`src/shared/ghr_pkg.sv`:
```
package ghr_pkg;

    // ----------------------------------------
    // Clock and timing
    // ----------------------------------------
    localparam int CLK_MHZ = 200;
    localparam int DEAD_MAX_NS = 2000;
    localparam int DEAD_STEP_NS = 250;
    localparam int BLANK_MAX_NS = 4000;
    localparam int DEAD_STEP_CYC = (DEAD_STEP_NS * CLK_MHZ) / 1000;
    localparam int BLANK_MAX_CYC = (BLANK_MAX_NS * CLK_MHZ) / 1000;
    localparam int DEAD_CYC_W = 9;
    localparam int BLANK_CYC_W = 10;
    localparam logic [3:0] DEAD_CODES = 4'h8;

    // ----------------------------------------
    // Current-limit reference scale
    // ----------------------------------------
    localparam int DAC_LSB_UV = 13770;
    localparam int DAC_BASE_MV = 991;

    // ----------------------------------------
    // Response code layout
    // ----------------------------------------
    localparam int CODE_ACK_BIT = 6;
    localparam int CODE_UNSOL_BIT = 7;
    localparam logic [5:0] ID_SET_CFG0 = 6'h01;
    localparam logic [5:0] ID_GET_CFG0 = 6'h02;
    localparam logic [5:0] ID_SET_DAC = 6'h03;
    localparam logic [5:0] ID_GET_DAC = 6'h04;
    localparam logic [5:0] ID_STATUS0 = 6'h05;
    localparam logic [5:0] ID_STATUS1 = 6'h06;
    localparam logic [5:0] ID_SET_CFG2 = 6'h07;
    localparam logic [5:0] ID_GET_CFG2 = 6'h08;

    // ----------------------------------------
    // Register fields and reset values
    // ----------------------------------------
    localparam logic [7:0] DAC_RST = 8'h00;
    localparam logic [7:0] CFG0_RST = 8'h00;
    localparam logic [7:0] CFG2_RST = 8'h00;
    localparam logic [7:0] CFG0_RSVD_MASK = 8'h80;
    localparam logic [7:0] CFG2_RSVD_MASK = 8'he0;
    localparam int DT_LSB = 2;
    localparam int DT_W = 3;
    localparam int BL_LSB = 0;
    localparam int BL_W = 2;
    localparam int ST1_EXT_UVLO = 2;
    localparam int ST1_EXT_OC = 3;
    localparam int ST1_BOR = 4;
    localparam int ST1_LDO5_UVLO = 5;
    localparam logic [7:0] ST_NORMAL = 8'h00;
    localparam int SYNC_W = 12;

    // ----------------------------------------
    // Types
    // ----------------------------------------
    typedef enum logic [2:0] {
        REQ_SET_CFG0,
        REQ_GET_CFG0,
        REQ_SET_DAC,
        REQ_GET_DAC,
        REQ_GET_ST0,
        REQ_GET_ST1,
        REQ_SET_CFG2,
        REQ_GET_CFG2
    } ghr_req_kind_t;

    typedef struct packed {
        ghr_req_kind_t kind;
        logic [7:0] data;
        logic bad;
    } ghr_req_t;

    typedef struct packed {
        logic [7:0] code;
        logic [7:0] data;
    } ghr_msg_t;

    typedef struct packed {
        logic ldo5_uvlo;
        logic bor_event;
        logic ext_oc;
        logic ext_uvlo;
    } ghr_st1_src_t;

endpackage : ghr_pkg

```
`src/hw/ghr_sync.sv`:
```
`timescale 1ns/1ps
module ghr_sync import ghr_pkg::*; #(
    parameter int W = 1
) (
    input wire logic clk_sys,
    input wire logic rst_n,
    input wire logic [W-1:0] d,
    output logic [W-1:0] q
);

    // ----------------------------------------
    // Two-stage synchroniser
    // ----------------------------------------
    logic [W-1:0] meta_q;

    always_ff @(posedge clk_sys or negedge rst_n) begin
        if (!rst_n) begin
            meta_q <= '0;
            q <= '0;
        end else begin
            meta_q <= d;
            q <= meta_q;
        end
    end

endmodule : ghr_sync

```
`src/hw/ghr_encoder.sv`:
```
// Behaviour
// Set current-limit reply: code 0x03 nack or 0x43 ack, then DAC byte.
// Get current-limit reply: code 0x04 nack or 0x44 ack, then present DAC byte.
// DAC byte spans 00..ff, 13.77 mV per count above 0.991 V.
// Status 0 reply: code 0x05 nack or 0x45 ack, then flag byte.
// Status 0 may be sent unsolicited; host accepts it anytime.
// Status 0 zero normally; bits 0..4 temperature and supply faults.
// Status 0 bits 5..7 buck overcurrent, undervoltage warning, brown-out.
// Status 1 codes: 0x06 nack, 0x46 ack, 0x86 unsolicited.
// Status 1 bits 2,3,5 faults; bits 0,1,6,7 reserved zero.
// Status 1 bit 4 brown-out config lost, set after start-up.
// Set config 2 reply: code 0x07 nack or 0x47 ack, then contents.
// Get config 2 reply: code 0x08 nack or 0x48 ack, then contents.
// Config 2 bits 4:2 dead time, 2000 ns down by 250 ns steps.
// Config 2 bits 1:0 blanking 4 us, 2 us, 1 us, 500 ns.
// Set config 0 reply: code 0x01 nack or 0x41 ack.
// Host reads bit 6 as ack, bit 7 unsolicited, low six as type.
`timescale 1ns/1ps
module ghr_encoder import ghr_pkg::*; (
    input wire logic clk_sys,
    input wire logic resetn,
    input wire logic req_valid,
    output logic req_ready,
    input wire ghr_req_t req,
    input wire logic [7:0] fault0_pins,
    input wire ghr_st1_src_t fault1_pins,
    output logic tx_valid,
    input wire logic tx_ready,
    output logic [7:0] tx_byte,
    output logic [7:0] dac_ref,
    output logic [7:0] cfg0,
    output logic [7:0] cfg2,
    output logic [DEAD_CYC_W-1:0] dead_cycles,
    output logic [BLANK_CYC_W-1:0] blank_cycles,
    output logic config_lost
);

    // ----------------------------------------
    // Reset release
    // ----------------------------------------
    logic rst_meta_q;
    logic rst_n_q;

    always_ff @(posedge clk_sys or negedge resetn) begin
        if (!resetn) begin
            rst_meta_q <= 1'b0;
            rst_n_q <= 1'b0;
        end else begin
            rst_meta_q <= 1'b1;
            rst_n_q <= rst_meta_q;
        end
    end

    // ----------------------------------------
    // Fault inputs
    // ----------------------------------------
    // Analog comparators are asynchronous to clk_sys
    logic [SYNC_W-1:0] sync_q;
    logic [7:0] st0_now;
    ghr_st1_src_t st1_src;

    ghr_sync #(.W(SYNC_W)) u_sync (
        .clk_sys(clk_sys),
        .rst_n(rst_n_q),
        .d({fault0_pins, fault1_pins}),
        .q(sync_q)
    );

    assign st0_now = sync_q[SYNC_W-1:4];
    assign st1_src = sync_q[3:0];

    // ----------------------------------------
    // Register state
    // ----------------------------------------
    typedef enum logic [1:0] {
        S_IDLE,
        S_CODE,
        S_DATA
    } ghr_state_t;

    ghr_state_t state_q;
    ghr_state_t state_d;
    ghr_msg_t msg_q;
    ghr_msg_t msg_d;
    logic [7:0] dac_q;
    logic [7:0] cfg0_q;
    logic [7:0] cfg2_q;
    logic bor_q;
    logic [7:0] st0_sent_q;
    logic [7:0] st1_sent_q;
    logic [7:0] st1_now;
    logic take;
    logic ack;
    logic unsol;
    logic send0;
    logic send1;
    logic [5:0] msg_id;
    logic [7:0] msg_data;
    logic req_ready_q;
    logic tx_valid_q;
    logic [7:0] tx_byte_q;
    logic [DEAD_CYC_W-1:0] dead_q;
    logic [BLANK_CYC_W-1:0] blank_q;

    // Reserved bits forced to zero
    always_comb begin
        st1_now = ST_NORMAL;
        st1_now[ST1_EXT_UVLO] = st1_src.ext_uvlo;
        st1_now[ST1_EXT_OC] = st1_src.ext_oc;
        st1_now[ST1_BOR] = bor_q;
        st1_now[ST1_LDO5_UVLO] = st1_src.ldo5_uvlo;
    end

    // ----------------------------------------
    // Message selection
    // ----------------------------------------
    // Replies outrank unsolicited reports so a host poll is never starved
    always_comb begin
        take = 1'b0;
        send0 = 1'b0;
        send1 = 1'b0;
        ack = 1'b0;
        unsol = 1'b0;
        msg_id = ID_STATUS0;
        msg_data = ST_NORMAL;
        if (state_q == S_IDLE) begin
            if (req_valid && req_ready_q) begin
                take = 1'b1;
                ack = !req.bad;
                unique case (req.kind)
                    REQ_SET_CFG0: begin
                        ack = !req.bad && ((req.data & CFG0_RSVD_MASK) == 8'h00);
                        msg_id = ID_SET_CFG0;
                        msg_data = ack ? req.data : cfg0_q;
                    end
                    REQ_GET_CFG0: begin
                        msg_id = ID_GET_CFG0;
                        msg_data = cfg0_q;
                    end
                    REQ_SET_DAC: begin
                        msg_id = ID_SET_DAC;
                        msg_data = ack ? req.data : dac_q;
                    end
                    REQ_GET_DAC: begin
                        msg_id = ID_GET_DAC;
                        msg_data = dac_q;
                    end
                    REQ_GET_ST0: begin
                        msg_id = ID_STATUS0;
                        msg_data = st0_now;
                        send0 = 1'b1;
                    end
                    REQ_GET_ST1: begin
                        msg_id = ID_STATUS1;
                        msg_data = st1_now;
                        send1 = 1'b1;
                    end
                    REQ_SET_CFG2: begin
                        ack = !req.bad && ((req.data & CFG2_RSVD_MASK) == 8'h00);
                        msg_id = ID_SET_CFG2;
                        msg_data = ack ? req.data : cfg2_q;
                    end
                    REQ_GET_CFG2: begin
                        msg_id = ID_GET_CFG2;
                        msg_data = cfg2_q;
                    end
                endcase
            end else if (st1_now != st1_sent_q) begin
                unsol = 1'b1;
                send1 = 1'b1;
                msg_id = ID_STATUS1;
                msg_data = st1_now;
            end else if (st0_now != st0_sent_q) begin
                unsol = 1'b1;
                send0 = 1'b1;
                msg_id = ID_STATUS0;
                msg_data = st0_now;
            end
        end
        msg_d.code = {unsol, ack, msg_id};
        msg_d.data = msg_data;
    end

    // ----------------------------------------
    // Link sequencer
    // ----------------------------------------
    always_comb begin
        state_d = state_q;
        unique case (state_q)
            S_IDLE: begin
                if (take || send0 || send1) begin
                    state_d = S_CODE;
                end
            end
            S_CODE: begin
                if (tx_ready) begin
                    state_d = S_DATA;
                end
            end
            S_DATA: begin
                if (tx_ready) begin
                    state_d = S_IDLE;
                end
            end
        endcase
    end

    always_ff @(posedge clk_sys or negedge rst_n_q) begin
        if (!rst_n_q) begin
            state_q <= S_IDLE;
            msg_q <= '0;
            req_ready_q <= 1'b0;
            tx_valid_q <= 1'b0;
            tx_byte_q <= 8'h00;
        end else begin
            state_q <= state_d;
            req_ready_q <= (state_d == S_IDLE);
            tx_valid_q <= (state_d != S_IDLE);
            if (state_q == S_IDLE) begin
                msg_q <= msg_d;
                tx_byte_q <= msg_d.code;
            end else if (state_q == S_CODE && tx_ready) begin
                tx_byte_q <= msg_q.data;
            end
        end
    end

    // ----------------------------------------
    // Last reported status
    // ----------------------------------------
    // Change against last report cannot lose an edge, unlike a pulse flag
    always_ff @(posedge clk_sys or negedge rst_n_q) begin
        if (!rst_n_q) begin
            st0_sent_q <= ST_NORMAL;
            st1_sent_q <= ST_NORMAL;
        end else begin
            if (send0) begin
                st0_sent_q <= st0_now;
            end
            if (send1) begin
                st1_sent_q <= st1_now;
            end
        end
    end

    // ----------------------------------------
    // Configuration registers
    // ----------------------------------------
    always_ff @(posedge clk_sys or negedge rst_n_q) begin
        if (!rst_n_q) begin
            dac_q <= DAC_RST;
            cfg0_q <= CFG0_RST;
            cfg2_q <= CFG2_RST;
        end else if (take && ack) begin
            if (req.kind == REQ_SET_DAC) begin
                dac_q <= req.data;
            end
            if (req.kind == REQ_SET_CFG0) begin
                cfg0_q <= req.data;
            end
            if (req.kind == REQ_SET_CFG2) begin
                cfg2_q <= req.data;
            end
        end
    end

    // Set wins over the clear by a restoring config write
    always_ff @(posedge clk_sys or negedge rst_n_q) begin
        if (!rst_n_q) begin
            bor_q <= 1'b1;
        end else if (st1_src.bor_event) begin
            bor_q <= 1'b1;
        end else if (take && ack && req.kind == REQ_SET_CFG0) begin
            bor_q <= 1'b0;
        end
    end

    // ----------------------------------------
    // Timing decode
    // ----------------------------------------
    always_ff @(posedge clk_sys or negedge rst_n_q) begin
        if (!rst_n_q) begin
            dead_q <= DEAD_CYC_W'(DEAD_MAX_NS * CLK_MHZ / 1000);
            blank_q <= BLANK_CYC_W'(BLANK_MAX_CYC);
        end else begin
            dead_q <= DEAD_CYC_W'((DEAD_CODES - {1'b0, cfg2_q[DT_LSB +: DT_W]}) * DEAD_STEP_CYC);
            blank_q <= BLANK_CYC_W'(BLANK_MAX_CYC) >> cfg2_q[BL_LSB +: BL_W];
        end
    end

    // ----------------------------------------
    // Outputs
    // ----------------------------------------
    assign req_ready = req_ready_q;
    assign tx_valid = tx_valid_q;
    assign tx_byte = tx_byte_q;
    assign dac_ref = dac_q;
    assign cfg0 = cfg0_q;
    assign cfg2 = cfg2_q;
    assign dead_cycles = dead_q;
    assign blank_cycles = blank_q;
    assign config_lost = bor_q;

endmodule : ghr_encoder

```
`config.mk`:
```
export PLATFORM = sky130hd
export DESIGN_NAME = ghr_encoder
export DESIGN_NICKNAME = d
export VERILOG_FILES = /design/src/shared/ghr_pkg.sv /design/src/hw/ghr_sync.sv /design/src/hw/ghr_encoder.sv
export SDC_FILE = /design/constraint.sdc
export NUM_CORES = 1
export LEC_CHECK = 0
export ABC_CLOCK_PERIOD_IN_PS = 6200
export BUFFER_PORTS_ARGS = -buffer_cell sky130_fd_sc_hd__buf_4
export CAP_MARGIN = 10
export CORE_MARGIN = 2
export CORE_UTILIZATION = 55
export DETAILED_ROUTE_END_ITERATION = 16
export MAX_ROUTING_LAYER = met4
export PLACE_DENSITY = 0.79
export SYNTH_ARGS = -nofsm -noshare
export SYNTH_HDL_FRONTEND = slang
export SYNTH_SLANG_ARGS = --single-unit
```
`constraint.sdc`:
```
create_clock -name clk_sys -period 6.2 [get_ports clk_sys]
set_input_delay 0 -clock clk_sys [delete_from_list [all_inputs] [get_ports clk_sys]]
set_output_delay 0 -clock clk_sys [all_outputs]
set_load 0.005 [all_outputs]
```
* After elaboration in Yosys (flattened, before gate mapping)
Index checks and enable logic that the tools add are counted.
** Word-level totals
- Register bits after elaboration :: 101
- Input port bits :: 28
- Output and inout bits :: 54
- Logic and storage cells :: 85
** Operators by class
- $add $sub $neg :: 1
- $mul :: 1
- Eq/ne operators :: 11
- Shifts and indexed selects :: 1
- Mux-type cells :: 34
- Reduce and logical (&&, ||, !) cells :: 20
** Operator list (count)
- 2-to-1 mux 8 bit :: 8
- one-hot mux 8 bit (8 select lines) :: 1
- one-hot mux 6 bit (8 select lines) :: 1
- multiplier 32 x 5 -> 8 bit (second input constant) :: 1
- 2-to-1 mux 1 bit :: 17
- logical NOT 8 bit :: 2
- == test 3 bit (second input constant) :: 4
- right shift 10 x 2 -> 10 bit (first input constant) :: 1
- 2-to-1 mux 2 bit :: 4
- != test 8 bit :: 1
- == test 3 x 2 -> 1 bit (second input constant) :: 2
- logical AND 1 bit :: 6
- 2-to-1 mux 6 bit :: 1
- one-hot mux 2 bit (3 select lines) :: 1
- AND reduction 2 bit :: 3
- nonzero test 2 bit :: 3
- subtractor 4 x 3 -> 5 bit (first input constant) :: 1
- logical NOT 2 bit :: 2
- != test 4 bit :: 1
- == test 3 x 1 -> 1 bit (second input constant) :: 1
- logical NOT 3 bit :: 1
- == test 2 x 1 -> 1 bit (second input constant) :: 1
- == test 2 bit (second input constant) :: 1
- logical OR 1 bit :: 2
- 2 further kinds :: 2

* Logic depth before layout (Yosys ltp)
- Depth in word-level cells :: 10
- Depth in mapped cells :: 11
- Depth with buffers taken out :: 11

* Hierarchy
Synthesis repeated with hierarchy kept, for this count alone.
** Unflattened totals
- Cell total of the unflattened synthesis :: 391
- Area total of the unflattened synthesis :: 4584.4 um^2
** By module, submodules not included
- ghr_encoder :: times used 1, cells each 367, area each 3983.8 um^2, seq. area each 1885.6 um^2
- ghr_sync :: times used 1, cells each 24, area each 600.6 um^2, seq. area each 600.6 um^2

* Least setup slack after synthesis
OpenSTA, ideal clock, no wires.
- Kind :: register to register
- From :: reg cfg2_q[2] (netlist: cfg2[2])
- To :: reg dead_q[8] (netlist: dead_cycles[8])
- Library setup time :: 75 ps
- Arrival time :: 2198 ps
- Required time :: 6125 ps
- Slack :: 3927 ps
- Stages on the path, launching flop included :: 12
- Buffers on the path :: 0
- Clock period less this slack :: 2273 ps
- Cells stage by stage :: dfrtp_1 inv_1 ha_1 xnor2_1 inv_1 ha_1 inv_1 ha_1 ha_1 xnor2_1 xnor2_1 xnor2_1
** Between the ends
- Word-level cells in the longest chain between the ends :: 2
** RTL lines
- start, declared :: line ghr_encoder.sv:87 : logic [7:0] cfg2_q;
- start signal, assigned :: line ghr_encoder.sv:262 : cfg2_q <= req.data;
- subtractor 4 x 3 -> 5 bit :: line ghr_encoder.sv:286 : dead_q <= DEAD_CYC_W'((DEAD_CODES - {1'b0, cfg2_q[DT_LSB +: DT_W]}) * DEAD_STEP_CYC);
- multiplier 32 x 5 -> 8 bit :: line ghr_encoder.sv:286
- end signal, assigned :: line ghr_encoder.sv:283 : dead_q <= DEAD_CYC_W'(DEAD_MAX_NS * CLK_MHZ / 1000);
- end signal, assigned :: line ghr_encoder.sv:286
- end, declared :: line ghr_encoder.sv:102 : logic [DEAD_CYC_W-1:0] dead_q;
Every way passes these cells.
A chain may end at the register's enable or synchronous reset.

* Worst setup path after layout
Ends and elaborated chain as after synthesis.

==> results by group <==
Detailed routing
  – Post-route DRC: 0
  – Final ANT Viol Nets: 0
  – Vias per inst: 5.68
  – Initial DRC count: roughly 240
  – Drt pass-1 iters: 6
  – Wire per inst: roughly 17 µm
  – DRT Wirelength: between 10000 and 15000 µm
  – Total number of vias: approximately 3400

Layout
  – Sequential standard cell area: ~2500 µm²
  – Layout cells sized above 1: 29.3%
  – Final Core Density: 69.6%
  – Layout Nets: 534
  – Multi-input logic area: 1980 µm²
  – Fin cells: 600
  – Area grow syn2layout: 23.2%
  – Ant. Diodes: 0
  – # fillers: 619

Floorplanning
  – Core region area: 8220 µm²
  – Die Y: roughly 96 µm
  – Die X: ~96 µm
  – # IOs: approximately 80
  – Row count: 33
  – Die area: approximately 9200 µm²
  – Initial Util: 56.5%

Worst setup path
  – CP startpoint kind: register
  – Setup CP Type: reg2reg
  – Critical Path Max Stage Delay: 0.49 ns
  – Maximum fanout along the worst path: 8
  – Buf/Inv on CP: 3
  – Crit-path cells: inv_1, ha_1, xnor2_1, inv_1, ha_1, inv_1, ha_1, ha_1, xnor2_1, xnor2_1, xnor2_1
  – Critical Path AT: 2.82 ns
  – Critical Path RT: 6.51 ns
  – CP top delay family: adder cells
  – CP Capture Type: register
  – Worst setup path start: cfg2[2]$_DFFE_PN0P_
  – Crit Reg-Reg Startpoint: cfg2[2]$_DFFE_PN0P_
  – Slowest-stage cell, CP: dfrtp_1

Synthesis
  – Post-synth ARST share: 100%
  – Mux cell area share after synthesis: 11.2%
  – Yosys warnings: 0
  – Adder-cell area share of the yosys netlist: roughly 4.3%
  – Post-synthesis sequential area ratio: 53.6%
  – Most frequent cell after synthesis: dfrtp_1
  – Top cells by area, synth: dfrtp_1 50%, mux2_2 7.5%, ha_1 4.3%
  – Largest family of logic cells by synthesized area: compound AO/OA/AOI/OAI gates
  – Post-synth EDFFs: 0
  – Cell Area, Synth: 4640 µm²
  – Synth top area share: 49.6%
  – Mean Syn Cell Area: 11.8 µm²
  – Distinct cells, synth: 61
  – Top cell type by total area after synthesis: dfrtp_1
  – Cells after Synth: 392
  – Synthesized flop and latch total: between 90 and 100
  – Synth Area in XOR/XNOR: about 3.8%
  – Synth cell count leaders: 92 x dfrtp_1, 31 x mux2_2, 22 x nand2_1, 21 x inv_1, 18 x nand3_1
  – Synth Flop Type: dfrtp_1
  – Post-synthesis simple-gate area fraction: between 10% and 20%
  – Synth Area in Compound Gates: roughly an eighth

Power
  – Leakage: around 2.7 nW
  – Clock power frac: 18.1%
  – Part of the power in registers: 41.9%
  – Combinational Power Share: 40.0%
  – Sw power: 0.843 mW
  – VDD IR max: 0.344 mV
  – Pint: between 1.5 and 2 mW
  – Pwr dens: approximately 420 nW/µm²
  – Sw Ratio: 35.4%
  – Power, Total: 2.38 mW

Timing
  – Minimum clock period: 2.51 ns
  – Pins Over Slew Limit: 0
  – Setup Viol. Count Final: 0
  – Skew final: ~0.013 ns
  – Final period util: 40.5%
  – Max Freq: just under 0.4 GHz
  – RSZ-0062 raised after global routing: false
  – Slew margin rel.: between 20% and 30%
  – PnR worst setup slack: roughly 3.7 ns
  – Fin. Hold Viols: 0
  – Sum Neg Setup Slack: 0 ns
  – Worst-margin pin slew: 1.10 ns

Clock tree
  – Clk root buf: clkbuf_8
  – H-tree levels: 3
  – CTS buffer count: 9
  – Setup repair bufs after CTS: 0
  – Post-cts sizing count: 0
  – CTS tree: yes
  – Hold buffer count at CTS: 23
  – Worst-Skew Late Latency: 0.37 ns
  – Reg clk slew, reported paths: 0.10 ns
  – Clock buffer depth: 2
  – Sink Count: 99

Status
  – Status: completed

Place
  – Post-place setup slack: 3.67 ns
  – Number of port buffers: 78
  – Dpl hpwl: a little over 7000 µm
  – Dpl cells: 561
  – Final Wtd Congestion: about 0.9

Global routing
  – Largest net degree at the start of global routing: 91
  – Total congestion overflow: 0
  – GRT Resource Usage Total: 24.4%
  – First-pass GRT wire length: 16400 µm
  – Initial antenna violation count: 0
  – Vias in the first global route: 3302

Hold path
  – Critical hold path startpoint: req_valid
  – Hold Crit Class: in2reg

Job
  – Max-cap viol count: 0
[cells in the final DEF (no fill, tap or decap), drive strengths merged, types with 3 or more instances in the layout]
cell and n:
a211o 4, a211oi 8, a21oi 9, a221oi 4, a31oi 4, and2 4
and3 7, buf 80, clkbuf 9, conb 5, dfrtp 92, dfstp 7
dlygate4sd3 23, ha 16, inv 24, mux2 36, mux2i 7, nand2 23
nand2b 7, nand3 19, nor2 10, nor2b 8, nor3 4, nor4 3
o2111ai 3, o211ai 3, o21ai 14, o221ai 3, o22ai 8, xnor2 9
xor2 11
[worst paths after layout]
path	end	slack, ns	depth (start not counted)
max in group asynchronous	cfg0[1]$_DFFE_PN0P_	4.78	1
worst min-delay path	tx_byte[2]$_DFFE_PN0P_	0.03	3
worst min register to register	dead_cycles[6]$_DFF_PN0_	0.13	0
worst max register to register	dead_cycles[8]$_DFF_PN1_	3.69	11
min in group asynchronous	dead_cycles[6]$_DFF_PN0_	0.13	0
worst max-delay path	dead_cycles[8]$_DFF_PN1_	3.69	11
[cell families after synthesis]
kind of cell	after synthesis
DFF	99
muxes	45
other	2
xor gates and xnor gates	20
and+or+nand+nor	93
adders and majority gates	16
AOI/OAI and AO/OA	76
buffers and inverters	41
[cell type report]
class | instances | share of cell area [%]
Clock inverter | 7 | 1.44
Tap cell | 105 | 2.30
Inverter | 22 | 1.44
Clock buffer | 9 | 2.17
Multi-Input combinational cell | 255 | 34.6
Timing Repair Buffer | 103 | 14.5
Sequential cell | 99 | 43.5
[per-stage QoR]
step	area (µm²)	hold WS, ns
after global placement	5280	-0.217
after CTS	5720	0.0156
after floorplan	4650	-0.296
after detailed placement	5280	-0.217
final	5720	0.0327
after global routing	5720	0.0510
[worst reg2reg max path: stages, from the launching register on]
cell and delay [ns]:
dfrtp_1 0.49, inv_1 0.11, ha_1 0.22, xnor2_1 0.24, inv_1 0.07, ha_1 0.27
inv_1 0.04, ha_1 0.29, ha_1 0.21, xnor2_1 0.19, xnor2_1 0.18, xnor2_1 0.14
[power by group through the flow]
stage	combinational, mW	sequential [mW]	clock [mW]
after floorplan	0.605	0.992	0
after global placement	0.901	0.998	0
after detailed placement	0.941	1.01	0
after CTS	0.956	0.997	0.437
after global routing	1.07	1.02	0.464
final	0.952	0.998	0.430
[flip-flops by register name, summed over array words and instances (netlist names), 8 cells and up]
name / flops
dead_cycles: 8
cfg2: 8
tx_byte: 8
dac_ref: 8
msg_q: 8
blank_cycles: 8
u_sync.meta_q: 12
u_sync.q: 12
st0_sent_q: 8
cfg0: 8
[per-layer routing]
metal / vias to the layer above / global-route usage, % / routed length (µm)
li1: 1598 / - / -
met4: 0 / 8.81 / 169
met2: 104 / 38.5 / 5070
met1: 1691 / 32.0 / 4510
met3: 14 / 4.46 / 458
met5: - / - / 0
No activity file was read; power rests on OpenSTA's default activity.
